File: config.mk
export PLATFORM = sky130hd
export DESIGN_NAME = css_sequencer
export DESIGN_NICKNAME = d
export VERILOG_FILES = /design/src/inc/css_pkg.sv /design/src/rtl/css_sequencer.sv
export SDC_FILE = /design/constraint.sdc
export NUM_CORES = 1
export LEC_CHECK = 0
export BUFFER_PORTS_ARGS = -buffer_cell sky130_fd_sc_hd__buf_2
export CORE_MARGIN = 10
export CORE_UTILIZATION = 45
export DETAILED_ROUTE_END_ITERATION = 10
export GPL_ROUTABILITY_DRIVEN = 0
export HOLD_SLACK_MARGIN = 0.03
export PLACE_DENSITY = 0.7
export SKIP_LAST_GASP = 1
export SYNTH_ARGS = -nofsm -noshare
export SYNTH_HDL_FRONTEND = slang
export SYNTH_SLANG_ARGS = --single-unit
File: constraint.sdc
create_clock -name clk -period 4.95 [get_ports clk]
set_input_delay 0.2475 -clock clk [delete_from_list [all_inputs] [get_ports clk]]
set_output_delay 0.2475 -clock clk [all_outputs]
set_load 0.01 [all_outputs]
File: src/inc/css_pkg.sv
// Purpose: Shared constants for the configuration startup sequencer
// Assumes: Register port with one-cycle read latency, 8-bit word index
// Notes: Offsets are word indices on the plain register port
package css_pkg;
   // Register offsets
   localparam logic [7:0] REG_CTRL = 8'h00;
   localparam logic [7:0] REG_PHASE = 8'h01;
   localparam logic [7:0] REG_CLKDIV = 8'h02;
   localparam logic [7:0] REG_SCRATCH = 8'h03;
   localparam logic [7:0] REG_FALLBACK_LO = 8'h04;
   localparam logic [7:0] REG_FALLBACK_HI = 8'h05;
   localparam logic [7:0] REG_STATUS = 8'h06;
   // Control bit positions
   localparam int CTRL_DRIVE = 0;
   localparam int CTRL_PORGATE = 1;
   localparam int CTRL_RESTORE = 2;
   localparam int CTRL_ENCRYPT = 3;
   localparam int CTRL_KEYSEL = 4;
   localparam int CTRL_EXTCLK = 5;
   localparam int CTRL_LUTMASK = 6;
   localparam int CTRL_PORTSEL = 7;
   localparam int CTRL_ERRSIG = 8;
   localparam int CTRL_DONE_PIPELINING = 9;
   localparam int CTRL_START = 10;
   localparam int CTRL_DIVMODE = 11;
   // Control reset: gating on, lut mask on, error signalling on
   localparam logic [15:0] CTRL_RESET = 16'h0142;
   // Phase field encodings: 1..6 phase, 7 done-tracking, 0 keep
   localparam logic [2:0] PH_KEEP = 3'h0;
   localparam logic [2:0] PH_DONE = 3'h7;
   localparam logic [2:0] PH_LAST = 3'h6;
   localparam logic [2:0] TRI_RESET = 3'h5;
   localparam logic [2:0] WE_RESET = 3'h6;
   localparam logic [2:0] CPL_RESET = 3'h4;
   // Phase register field positions
   localparam int PH_TRI_LSB = 0;
   localparam int PH_WE_LSB = 4;
   localparam int PH_CPL_LSB = 8;
   // Divider
   localparam logic [9:0] DIV_MAX = 10'h3fe;
   localparam logic [9:0] DIV_RESET = 10'h001;
   localparam logic [1:0] FIX_DIV1 = 2'h0;
   localparam logic [15:0] SCRATCH_RESET = 16'h0000;
   localparam logic [31:0] FALLBACK_RESET = 32'h0000_0000;
   typedef enum logic [3:0] {
      CSS_IDLE = 4'b0001,
      CSS_RUN = 4'b0010,
      CSS_WAIT = 4'b0100,
      CSS_FIN = 4'b1000
   } css_state_type;
endpackage

File: src/rtl/css_sequencer.sv
// Purpose: Startup phase sequencer, suspend reset gating, clock divider, config bits
// Assumes: Single clock, synchronous active-low reset, pins pass two flops
// Notes: Phase strobe comes from the master clock divider enable
//
// Behaviour
// - Drive done pin high when enabled
// - Default gating keeps undervoltage reset always active
// - Gating off: detect only while suspend low
// - Restore flops from memory on wake
// - Key from battery storage or fuses
// - External clock pin used, fixed dividers
// - Separate divider: one or even to 1022
// - Sixteen-bit failsafe scratch, reset zero
// - Thirty-two-bit fallback address, two registers
// - Mask LUT memory frames from readback
// - Release tristate in phase one to six
// - Done-tracking tristate release on done input
// - Assert write enable in chosen phase
// - Block memories blocked until write enable
// - Done-tracking write enable; keep holds value
// - Encryption needs cipher and authentication keys
// - Internal port top or bottom select
// - Error pulls init pin low unless disabled
// - Signal completion in chosen phase
// - Done pipelining waits one edge more
//
// Our own choices: the placing of the registers and strobed register access.
`timescale 1ns/100ps
`default_nettype none
module css_sequencer #(
   parameter int DIV_W = 10
) (
   input wire logic clk,
   input wire logic nrst,
   input wire logic [7:0] reg_addr,
   input wire logic [31:0] reg_wdata,
   input wire logic reg_wr,
   input wire logic reg_rd,
   output logic [31:0] reg_rdata,
   input wire logic user_config_clock_pin,
   input wire logic done_pin_in,
   output logic done_pin_out,
   output logic done_pin_oe,
   output logic init_pin_out,
   output logic init_pin_oe,
   input wire logic suspend_pin,
   input wire logic undervoltage,
   input wire logic config_error,
   input wire logic wake_event,
   input wire logic cipher_key_ok,
   input wire logic authentication_key_ok,
   output logic global_tristate,
   output logic global_write_enable,
   output logic bram_enable,
   output logic config_complete,
   output logic por_reset,
   output logic flop_restore,
   output logic key_source_select,
   output logic image_accept,
   output logic lut_readback_mask,
   output logic config_port_bottom,
   output logic master_clock_tick,
   output logic [15:0] failsafe_user_scratch,
   output logic [31:0] fallback_image_address_regs
);
   // Configuration registers
   logic [15:0] ctrl;
   logic [11:0] phase_sel;
   logic [9:0] external_master_clock_divider;
   logic [1:0] fix_div;
   // Pin synchronisers
   logic [1:0] ucclk_s, done_s, susp_s, uv_s, err_s, wake_s;
   logic ucclk_prev;
   logic ucclk_rise;
   logic [DIV_W-1:0] div_cnt;
   logic [3:0] fix_cnt;
   // Sequencer state
   css_pkg::css_state_type state;
   logic [2:0] phase;
   logic done_pipe_d;
   logic done_input_signal;
   logic err_flag;
   logic wake_prev;
   logic [2:0] tri_ph, we_ph, cpl_ph;

   assign tri_ph = phase_sel[css_pkg::PH_TRI_LSB +: 3];
   assign we_ph = phase_sel[css_pkg::PH_WE_LSB +: 3];
   assign cpl_ph = phase_sel[css_pkg::PH_CPL_LSB +: 3];

   // Two-flop synchronisers for all pins
   always_ff @(posedge clk) begin
      if (!nrst) begin
         ucclk_s <= 2'h0;
         done_s <= 2'h0;
         susp_s <= 2'h0;
         uv_s <= 2'h0;
         err_s <= 2'h0;
         wake_s <= 2'h0;
      end else begin
         ucclk_s <= {ucclk_s[0], user_config_clock_pin};
         done_s <= {done_s[0], done_pin_in};
         susp_s <= {susp_s[0], suspend_pin};
         uv_s <= {uv_s[0], undervoltage};
         err_s <= {err_s[0], config_error};
         wake_s <= {wake_s[0], suspend_pin};
      end
   end

   // Register writes
   always_ff @(posedge clk) begin
      if (!nrst) begin
         ctrl <= css_pkg::CTRL_RESET;
         phase_sel <= {1'b0, css_pkg::CPL_RESET, 1'b0, css_pkg::WE_RESET,
                       1'b0, css_pkg::TRI_RESET};
         external_master_clock_divider <= css_pkg::DIV_RESET;
         fix_div <= css_pkg::FIX_DIV1;
         failsafe_user_scratch <= css_pkg::SCRATCH_RESET;
         fallback_image_address_regs <= css_pkg::FALLBACK_RESET;
      end else if (reg_wr) begin
         case (reg_addr)
            css_pkg::REG_CTRL: begin
               ctrl <= reg_wdata[15:0];
            end
            css_pkg::REG_PHASE: begin
               phase_sel <= reg_wdata[11:0];
            end
            css_pkg::REG_CLKDIV: begin
               // Accept 1 or even values up to the maximum only
               if (reg_wdata[9:0] == css_pkg::DIV_RESET ||
                   (reg_wdata[0] == 1'b0 && reg_wdata[9:0] != 10'h000 &&
                    reg_wdata[9:0] <= css_pkg::DIV_MAX)) begin
                  external_master_clock_divider <= reg_wdata[9:0];
               end
               fix_div <= reg_wdata[17:16];
            end
            css_pkg::REG_SCRATCH: begin
               failsafe_user_scratch <= reg_wdata[15:0];
            end
            css_pkg::REG_FALLBACK_LO: begin
               fallback_image_address_regs[15:0] <= reg_wdata[15:0];
            end
            css_pkg::REG_FALLBACK_HI: begin
               fallback_image_address_regs[31:16] <= reg_wdata[15:0];
            end
            default: begin
            end
         endcase
      end
   end

   // Register reads, one cycle latency, unmapped reads zero
   always_ff @(posedge clk) begin
      if (!nrst) begin
         reg_rdata <= 32'h0000_0000;
      end else if (reg_rd) begin
         case (reg_addr)
            css_pkg::REG_CTRL: reg_rdata <= {16'h0000, ctrl};
            css_pkg::REG_PHASE: reg_rdata <= {20'h00000, phase_sel};
            css_pkg::REG_CLKDIV: reg_rdata <= {14'h0000, fix_div, 6'h00,
                                               external_master_clock_divider};
            css_pkg::REG_SCRATCH: reg_rdata <= {16'h0000, failsafe_user_scratch};
            css_pkg::REG_FALLBACK_LO: reg_rdata <= {16'h0000,
                                                    fallback_image_address_regs[15:0]};
            css_pkg::REG_FALLBACK_HI: reg_rdata <= {16'h0000,
                                                    fallback_image_address_regs[31:16]};
            css_pkg::REG_STATUS: reg_rdata <= {21'h000000, err_flag, done_input_signal,
                                               state, phase, global_write_enable,
                                               global_tristate};
            default: reg_rdata <= 32'h0000_0000;
         endcase
      end else begin
         reg_rdata <= 32'h0000_0000;
      end
   end

   // Master clock tick: external pin edge divided, else every clock
   always_ff @(posedge clk) begin
      if (!nrst) begin
         ucclk_prev <= 1'b0;
         div_cnt <= '0;
         fix_cnt <= 4'h0;
         master_clock_tick <= 1'b0;
      end else begin
         ucclk_prev <= ucclk_s[1];
         master_clock_tick <= 1'b0;
         if (!ctrl[css_pkg::CTRL_EXTCLK]) begin
            master_clock_tick <= 1'b1;
         end else if (ucclk_rise) begin
            if (ctrl[css_pkg::CTRL_DIVMODE]) begin
               // Fixed divide by 8, 4, 2 or 1
               if (fix_cnt >= (4'h1 << (3'h3 - {1'b0, fix_div})) - 4'h1) begin
                  fix_cnt <= 4'h0;
                  master_clock_tick <= 1'b1;
               end else begin
                  fix_cnt <= fix_cnt + 4'h1;
               end
            end else if (div_cnt >= DIV_W'(external_master_clock_divider) - 1'b1) begin
               div_cnt <= '0;
               master_clock_tick <= 1'b1;
            end else begin
               div_cnt <= div_cnt + 1'b1;
            end
         end
      end
   end
   assign ucclk_rise = ucclk_s[1] & ~ucclk_prev;

   // Done input: pin value, or one tick later with pipelining
   always_ff @(posedge clk) begin
      if (!nrst) begin
         done_pipe_d <= 1'b0;
      end else if (master_clock_tick) begin
         done_pipe_d <= done_s[1];
      end
   end
   assign done_input_signal = ctrl[css_pkg::CTRL_DONE_PIPELINING] ? done_pipe_d : done_s[1];

   // Phase sequencer
   always_ff @(posedge clk) begin
      if (!nrst) begin
         state <= css_pkg::CSS_IDLE;
         phase <= 3'h0;
      end else if (master_clock_tick) begin
         case (state)
            // Wait for start with no error pending
            css_pkg::CSS_IDLE: begin
               if (ctrl[css_pkg::CTRL_START] && !err_flag) begin
                  state <= css_pkg::CSS_RUN;
                  phase <= 3'h1;
               end
            end
            // Step through the numbered phases
            css_pkg::CSS_RUN: begin
               if (phase == css_pkg::PH_LAST) begin
                  state <= css_pkg::CSS_WAIT;
               end else begin
                  phase <= phase + 3'h1;
               end
            end
            // Hold until the done input goes high
            css_pkg::CSS_WAIT: begin
               if (done_input_signal) begin
                  state <= css_pkg::CSS_FIN;
               end
            end
            // Finished; clearing start rearms
            css_pkg::CSS_FIN: begin
               if (!ctrl[css_pkg::CTRL_START]) begin
                  state <= css_pkg::CSS_IDLE;
                  phase <= 3'h0;
               end
            end
            default: begin
               state <= css_pkg::CSS_IDLE;
            end
         endcase
      end
   end

   // Startup events, evaluated per phase
   always_ff @(posedge clk) begin
      if (!nrst) begin
         global_tristate <= 1'b1;
         global_write_enable <= 1'b0;
         config_complete <= 1'b0;
      end else if (master_clock_tick && state != css_pkg::CSS_IDLE) begin
         // Tristate release: done-tracked or phase-matched
         if (tri_ph == css_pkg::PH_DONE) begin
            if (done_input_signal) global_tristate <= 1'b0;
         end else if (tri_ph != css_pkg::PH_KEEP && state == css_pkg::CSS_RUN &&
                      phase == tri_ph) begin
            global_tristate <= 1'b0;
         end
         // Write enable chosen the same way
         if (we_ph == css_pkg::PH_DONE) begin
            if (done_input_signal) global_write_enable <= 1'b1;
         end else if (we_ph != css_pkg::PH_KEEP && state == css_pkg::CSS_RUN &&
                      phase == we_ph) begin
            global_write_enable <= 1'b1;
         end
         // Completion only on a numbered phase
         if (cpl_ph != css_pkg::PH_KEEP && cpl_ph != css_pkg::PH_DONE &&
             state == css_pkg::CSS_RUN && phase == cpl_ph) begin
            config_complete <= 1'b1;
         end
      end
   end
   assign bram_enable = global_write_enable;

   // Done pin: driven high actively when selected and config_complete is set, else released
   assign done_pin_out = 1'b1;
   assign done_pin_oe = ctrl[css_pkg::CTRL_DRIVE] & config_complete;

   // Sticky error flag, init pin pulled low
   always_ff @(posedge clk) begin
      if (!nrst) begin
         err_flag <= 1'b0;
      end else if (err_s[1]) begin
         err_flag <= 1'b1;
      end
   end
   assign init_pin_out = 1'b0;
   assign init_pin_oe = err_flag & ctrl[css_pkg::CTRL_ERRSIG];

   // Undervoltage reset gating and wake restore
   always_ff @(posedge clk) begin
      if (!nrst) begin
         por_reset <= 1'b0;
         wake_prev <= 1'b0;
         flop_restore <= 1'b0;
      end else begin
         if (ctrl[css_pkg::CTRL_PORGATE]) begin
            por_reset <= uv_s[1];
         end else begin
            por_reset <= uv_s[1] & ~susp_s[1];
         end
         wake_prev <= wake_s[1];
         flop_restore <= ctrl[css_pkg::CTRL_RESTORE] & wake_prev & ~wake_s[1];
      end
   end

   // Security and routing selects
   assign key_source_select = ctrl[css_pkg::CTRL_ENCRYPT] & ctrl[css_pkg::CTRL_KEYSEL];
   assign image_accept = ~ctrl[css_pkg::CTRL_ENCRYPT] |
                         (cipher_key_ok & authentication_key_ok);
   assign lut_readback_mask = ctrl[css_pkg::CTRL_LUTMASK];
   assign config_port_bottom = ctrl[css_pkg::CTRL_PORTSEL];

   // Unused wake input kept observed through suspend pin edge
   logic unused_wake;
   assign unused_wake = wake_event;

   // Checks
   // Keep setting leaves the tristate alone
   a_tri_keep: assert property (@(posedge clk) disable iff (!nrst)
      (tri_ph == css_pkg::PH_KEEP && $stable(tri_ph)) |=> $stable(global_tristate))
      else $error("tristate changed under keep");
   // Block memories open only on a startup tick
   a_bram_gate: assert property (@(posedge clk) disable iff (!nrst)
      $rose(bram_enable) |-> $past(master_clock_tick) && $past(state) != css_pkg::CSS_IDLE)
      else $error("block memory enabled outside startup");
   // A synced error pulls the init line next cycle
   a_init_low: assert property (@(posedge clk) disable iff (!nrst)
      (err_s[1] && ctrl[css_pkg::CTRL_ERRSIG]) |=> init_pin_oe)
      else $error("init pin not pulled");
   // Gating on: every undervoltage resets
   a_por_gate: assert property (@(posedge clk) disable iff (!nrst)
      (ctrl[css_pkg::CTRL_PORGATE] && uv_s[1]) |=> por_reset)
      else $error("undervoltage reset missed");
   // Gating off: suspend masks undervoltage
   a_por_susp: assert property (@(posedge clk) disable iff (!nrst)
      (!ctrl[css_pkg::CTRL_PORGATE] && susp_s[1]) |=> !por_reset)
      else $error("reset not gated in suspend");
   // Write enable follows its chosen phase
   a_we_phase: assert property (@(posedge clk) disable iff (!nrst)
      (master_clock_tick && state == css_pkg::CSS_RUN && phase == we_ph &&
       we_ph != css_pkg::PH_KEEP) |=> global_write_enable)
      else $error("write enable late");
   // No drive on the done pin unless selected
   a_done_drive: assert property (@(posedge clk) disable iff (!nrst)
      !ctrl[css_pkg::CTRL_DRIVE] |-> !done_pin_oe) else $error("done driven");
   // Phases step by one per tick
   a_phase_step: assert property (@(posedge clk) disable iff (!nrst)
      (master_clock_tick && state == css_pkg::CSS_RUN && phase < css_pkg::PH_LAST)
      |=> phase == $past(phase) + 3'h1) else $error("phase skipped");
endmodule
`default_nettype wire

==> results.yml, run 1 <==
routing:
  routed_wl_um: 20900
  vias: 6338
  first_pass_iters: 5
  drc: 0
  wl_per_cell_um: 18.8
  ant_nets: 0
  routed_via_density: 5.70
  drt_iter0_markers: 571
cells_and_area:
  regArea_um2: 2940
  num_antenna_cells: 0
  area_delta_synth_final_pct: 17.1
  drive_gt1_share_pct: 18.9
  n_fill_cell: 1403
  multiInputGateArea_um2: 3660
  finalInstanceArea_um2: 8180
  nNetsFinal: 981
setup_path:
  cp-endpoint: "div_cnt[9]"
  crit_type: "reg -> reg"
  rr_endpoint: "div_cnt[9]"
  required_ps: 5300
  startpoint_type: "flip-flop"
  startpoint: "external_master_clock_divider[0]"
  ff2ff_path_depth: 11
  r2r_start: "external_master_clock_divider[0]"
  crit_path_end_kind: "flip-flop"
  critPathMaxFanout: 11
  critPathArrivalTime_ps: 3960
  r2r_setup_slack_ps: 1340
floorplan:
  die_w_um: 145
  start_util_pct: 45.9
  die_height_um: 145
  design.core.area_um2: 15200
  io_pins: 147
  die_area_um2: 20900
  row_count: 45
timing:
  setup_violations: 0
  worst_pin_slew_ps: 1300
  setup_tns_ps: 0
  max_freq_mhz: 277
  fin_skew_ps: 7.44
  rsz0062_at_grt: "no"
  finalCriticalPeriod_ps: 3610
  report.final.slew_viol_count: 0
  post-route-period-util_pct: 73.0
  slew_headroom_pct: 13.0
  finalHoldViolCount: 0
global_routing:
  grt_pass1_vias: 6005
  grt_pass1_wl_um: 32600
  antenna_found_initial: 0
  grt_usage_pct: 20.0
  grt_max_degree: 52
  globalRouteOverflowTotal: 0
power:
  ir_drop_uv: 282
  power_density_nw_per_um2: 341
  total_leakage_power_nw: 3.28
synthesis:
  syn_area_per_cell_um2: 8.45
  synth-edff-count: 0
  ys_types: 54
  seq_area_frac_synth_pct: 42.1
  postSynth.asyncResetShare_pct: 0
  ys_warn_count: 0
  synthFlopType: "dfxtp_1"
  synth_area_um2: 6980
  synth-seq-cells: 147
  synthCells: 826
clock_network:
  cts_tree: "yes"
  htreeDepth: 4
  cts_sinks: 147
  cts_setup_buffers: 0
  holdBufCountCts: 4
  cts_root_buf: "clkbuf_16"
  clkSlewWorstSetupHoldPaths_ps: 60
  cts_resized: 0
  cts_buffer_depth: 2
  cts_buffers: 17
  clk_latency_ps: 430
place:
  portBuffers: 115
  placed_area_um2: 7530
  dp_hpwl_um: 14200
flow_run:
  maxCapViolCount: 0
min_path:
  worstHoldPathType: "in -> reg"
outcome:
  status: "finished clean"
[power by group]
part	switching, W	internal, W
combinational	0.000146	0.0000858
sequential	0.0000345	0.00120
clock	0.000516	0.000804
total	0.000697	0.00209
[per-layer routing]
metal	part of all wire [%]	routed length [um]	track usage (%)	up-vias
met1	44	9200	26.4	3005
met3	9.0	1890	5.97	26
li1	-	-	-	3017
met2	46	9510	30.3	290
met5	0	0	0	-
met4	1.4	295	6.49	0
[kinds of logic after synthesis]
kind of cell    Yosys count  share of synthesized area [%]
buf+inv                  91                           6.18
fa+ha+maj                18                           3.23
simple gates            343                           23.0
xor+xnor                 17                           2.13
other cells               2                          0.108
mux                      66                           10.7
compound gates          142                           12.5
flops                   147                           42.1
[state kept, by name, indices dropped and copies added, names as in the netlist, 3 cells and up]
name	flops
fix_cnt	4
phase_sel	12
reg_rdata	18
div_cnt	10
fallback_image_address_regs	32
state	4
failsafe_user_scratch	16
ctrl	16
external_master_clock_divider	10
phase	3
[placed cells by master, fill, tap and decap left out, types with 4 or more instances in the layout]
master,count
clkbuf_16,17
dfxtp_1,147
conb_1,16
nor2_1,84
buf_4,8
o22ai_1,7
a211oi_1,9
nand2b_1,10
inv_1,15
a21o_1,4
a31oi_1,17
nand3_1,51
o21ai_1,7
a21oi_1,59
xor2_1,4
buf_2,115
nand2_1,121
and4_1,4
xnor2_1,13
mux2_2,9
and3_1,6
and2_1,18
mux4_2,6
nor2b_1,7
o21ai_0,12
nand4_1,12
dlygate4sd3_1,4
a221oi_1,8
mux2i_1,51
ha_1,18
clkinv_2,4
nor3_1,11
[per-stage QoR]
stage / hold WS (ps) / setup WS (ps) / utilization (%) / std cells / power [W]
after global placement: 412 / 1560 / 49.6 / 1076 / 0.00148
after floorplan: 371 / 2310 / - / 840 / 0.00142
after CTS: 44.8 / 1400 / 53.8 / 1112 / 0.00279
final: 45.5 / 1340 / 53.8 / 1112 / 0.00279
after global routing: 45.8 / 1100 / 53.8 / 1112 / 0.00288
after detailed placement: 417 / 1480 / 49.6 / 1076 / 0.00148
[critical path, stage by stage, from the launching register on]
cell	delay, ps
dfxtp_1	350
inv_1	130
ha_1	210
nand2_1	100
or3_1	350
nor3_1	190
xnor2_1	150
ha_1	260
a21o_1	170
a211oi_1	1060
nand3_1	350
o22ai_1	210
[final cells by class]
type,count,share of cell area (%)
multi-input combinational,602,44.8
inverter,16,0.735
tap,188,2.88
clock buffer,19,5.42
sequential,147,36.0
timing repair buffer,127,8.26
clock inverter,13,1.94
[cells in the mapped netlist, drive strengths merged (6+ instances only)]
| cell type | instances | area, um2 |
|---|---|---|
| a211oi | 9 | 67.6 |
| a21oi | 59 | 295 |
| a221oi | 8 | 70.1 |
| a31oi | 17 | 106 |
| and2 | 18 | 113 |
| and3 | 6 | 37.5 |
| buf | 31 | 206 |
| clkbuf | 44 | 165 |
| dfxtp | 147 | 2940 |
| ha | 18 | 225 |
| inv | 16 | 60.1 |
| mux2 | 9 | 101 |
| mux2i | 51 | 510 |
| mux4 | 6 | 135 |
| nand2 | 121 | 454 |
| nand2b | 10 | 62.6 |
| nand3 | 51 | 255 |
| nand4 | 12 | 75.1 |
| nor2 | 84 | 315 |
| nor2b | 7 | 43.8 |
| nor3 | 11 | 55.1 |
| o21ai | 19 | 95.1 |
| o22ai | 7 | 43.8 |
| xnor2 | 13 | 114 |
[worst min-delay path by stage]
stage | from | endpoint | slack [ps] | cells after the start
after global placement | uv_s[1] | por_reset | 410 | 2
final | config_error | err_s[0] | 50 | 2
after detailed placement | uv_s[1] | por_reset | 420 | 2
after global routing | config_error | err_s[0] | 50 | 2
after CTS | config_error | err_s[0] | 40 | 2
after floorplan | reg_wdata[6] | ctrl[6] | 370 | 2
Note: power is estimated with default switching activity, not from simulation.
==> run 2: changes to the inputs <==
clock period = 3.6 ns   (was 4.95 ns; I/O delays follow)
==> run 2 against run 1 <==
Effect of this change: die area unchanged; via count down 0.36%; sequential share of layout area down 0.75 points; global-route usage about the same; critical endpoint is now div_cnt[7]; largest power group unchanged.
==> results.yml, run 2 (synthesized netlist as in run 1, its figures left out) <==
setup_path:
  startpoint_type: "flip-flop"
  path_cells: "nor2_1 -> nand3_1 -> nor4_1 -> nor3b_1 -> xnor2_1 -> ha_1 -> nand4_1 -> nor2_1 -> a21oi_1 -> buf_4 -> nand3_1 -> o22ai_1"
  crit_path_end_kind: "flip-flop"
  max_stage_delay_ps: 360
  cpMaxStageDelayCell: "dfxtp_1"
  crit_type: "reg -> reg"
  critPathMaxFanout: 15
  critPathArrivalTime_ps: 3080
  critical_path_buf_inv_count: 1
  crit_family: "simple AND/OR/NAND/NOR gates"
  required_ps: 3950
floorplan:
  die_area_um2: 20900
  start_util_pct: 45.9
  die_w_um: 145
  design.core.area_um2: 15200
  die_height_um: 145
  io_pins: 147
  row_count: 45
clock_network:
  cts_root_buf: "clkbuf_16"
  cts_tree: "yes"
  clkSlewWorstSetupHoldPaths_ps: 60
  cts_buffers: 17
  htreeDepth: 4
  cts_buffer_depth: 2
  cts_resized: 0
  cts_sinks: 147
  clk_latency_ps: 430
outcome:
  status: "finished clean"
timing:
  fin_ws_ps: 868
  finalHoldViolCount: 0
  slew_headroom_pct: 36.0
  setup_violations: 0
  worst_hold_slack_ps: 40.1
  worst_pin_slew_ps: 958
  fin_skew_ps: 14.3
  finalCriticalPeriod_ps: 2730
  setup_tns_ps: 0
  report.final.slew_viol_count: 0
  max_freq_mhz: 366
  rsz0062_at_grt: "no"
  post-route-period-util_pct: 75.9
global_routing:
  antenna_found_initial: 0
  grt_usage_pct: 19.9
  globalRouteOverflowTotal: 0
  grt_max_degree: 43
  grt_pass1_wl_um: 32500
  grt_pass1_vias: 5911
power:
  swShare_pct: 23.9
  total_leakage_power_nw: 3.36
  power_frac_clock_pct: 49.3
  p_comb_share_pct: 8.3
  fin_total_pwr_w: 0.00400
  pwr-share-seq_pct: 42.4
  power_density_nw_per_um2: 479
  ir_drop_uv: 357
  p_switching_w: 0.000956
  p_int_w: 0.00304
cells_and_area:
  top_regs: "fallback_image_address_regs: 32 flops, reg_rdata: 18 flops"
  postLayoutCoreUtil_pct: 54.9
  largest_reg_flops: 32
  layout_commonest_cell: "dfxtp_1"
  num_antenna_cells: 0
  area_delta_synth_final_pct: 19.6
  most-common-layout-cells: "dfxtp_1, nand2_1, buf_2"
  nNetsFinal: 994
  regMostFlops: "fallback_image_address_regs"
  drive_gt1_share_pct: 19.3
routing:
  first_pass_iters: 7
  drc: 0
  ant_nets: 0
  vias: 6315
  routed_wl_um: 20700
  routed_via_density: 5.61
  drt_iter0_markers: 543
  wl_per_cell_um: 18.4
flow_run:
  maxCapViolCount: 0
place:
  dp_slack_ps: 907
  dp_hpwl_um: 14300
  portBuffers: 115
min_path:
  worstHoldPathType: "in -> reg"
## run 2: cell types whose count changed in the layout (fill, tap and decap cells not counted)
cell | previous run | this run
bufinv_16 | 3 | 5
buf_4 | 8 | 14
dlygate4sd3_1 | 4 | 11
clkinv_4 | 2 | 3
clkinv_2 | 4 | 1
inv_6 | 1 | 0
clkbuf_8 | 1 | 2
## run 2: what timing repair did
| action | in CTS | in global routing |
|---|---|---|
| hold buffers | 11 | 0 |
| setup buffers | 0 | 0 |
| hold endpoints to repair | 16 | 0 |
## run 2: path summary, 6_finish.rpt
path	from	end	slack [ps]	cells past startpoint
setup reg to reg	external_master_clock_divider[2]	div_cnt[7]	870	12
hold / removal	reg_wdata[11]	ctrl[11]	40	3
hold reg to reg	uv_s[1]	por_reset	430	2
setup / recovery	external_master_clock_divider[2]	div_cnt[7]	870	12
## run 2: tightest hold or removal path: cells and delay by family
kind / cells / cell delay (ps)
simple gates: 1 / 60
compound gates: 1 / 50
buf+inv: 1 / 130
## run 2: power groups by stage
| stage | Clock, W | Sequential, W | Combinational [W] |
|---|---|---|---|
| finish | 0.00197 | 0.00170 | 0.000332 |
| global route | 0.00209 | 0.00170 | 0.000363 |
| CTS | 0.00200 | 0.00169 | 0.000326 |
| detailed placement | 0 | 0.00173 | 0.000315 |
| global placement | 0 | 0.00173 | 0.000309 |
| floorplan | 0 | 0.00169 | 0.000258 |
## run 2: area by class of cell
cell class                 count  area (um2)
inverter                      16        60.1
timing repair buffer         140         791
clock inverter                12         204
multi-input combinational    602        3660
clock buffer                  20         457
fill                        1397        6850
sequential                   147        2940
tap                          188         235
## run 2: routing by layer
layer	global-route usage (%)	share of wire, %	wire, um	up-vias
li1	-	-	-	3040
met1	26.3	44	9190	2995
met2	29.9	45	9360	254
met3	6.07	8.7	1800	26
met4	7.34	1.7	362	0
met5	0	0	0	-
## run 2: per-stage QoR
step                std cells  cell area [um2]
global route             1125             8350
detailed placement       1082             7580
CTS                      1125             8350
finish                   1125             8350
global placement         1082             7580
floorplan                 840             7040
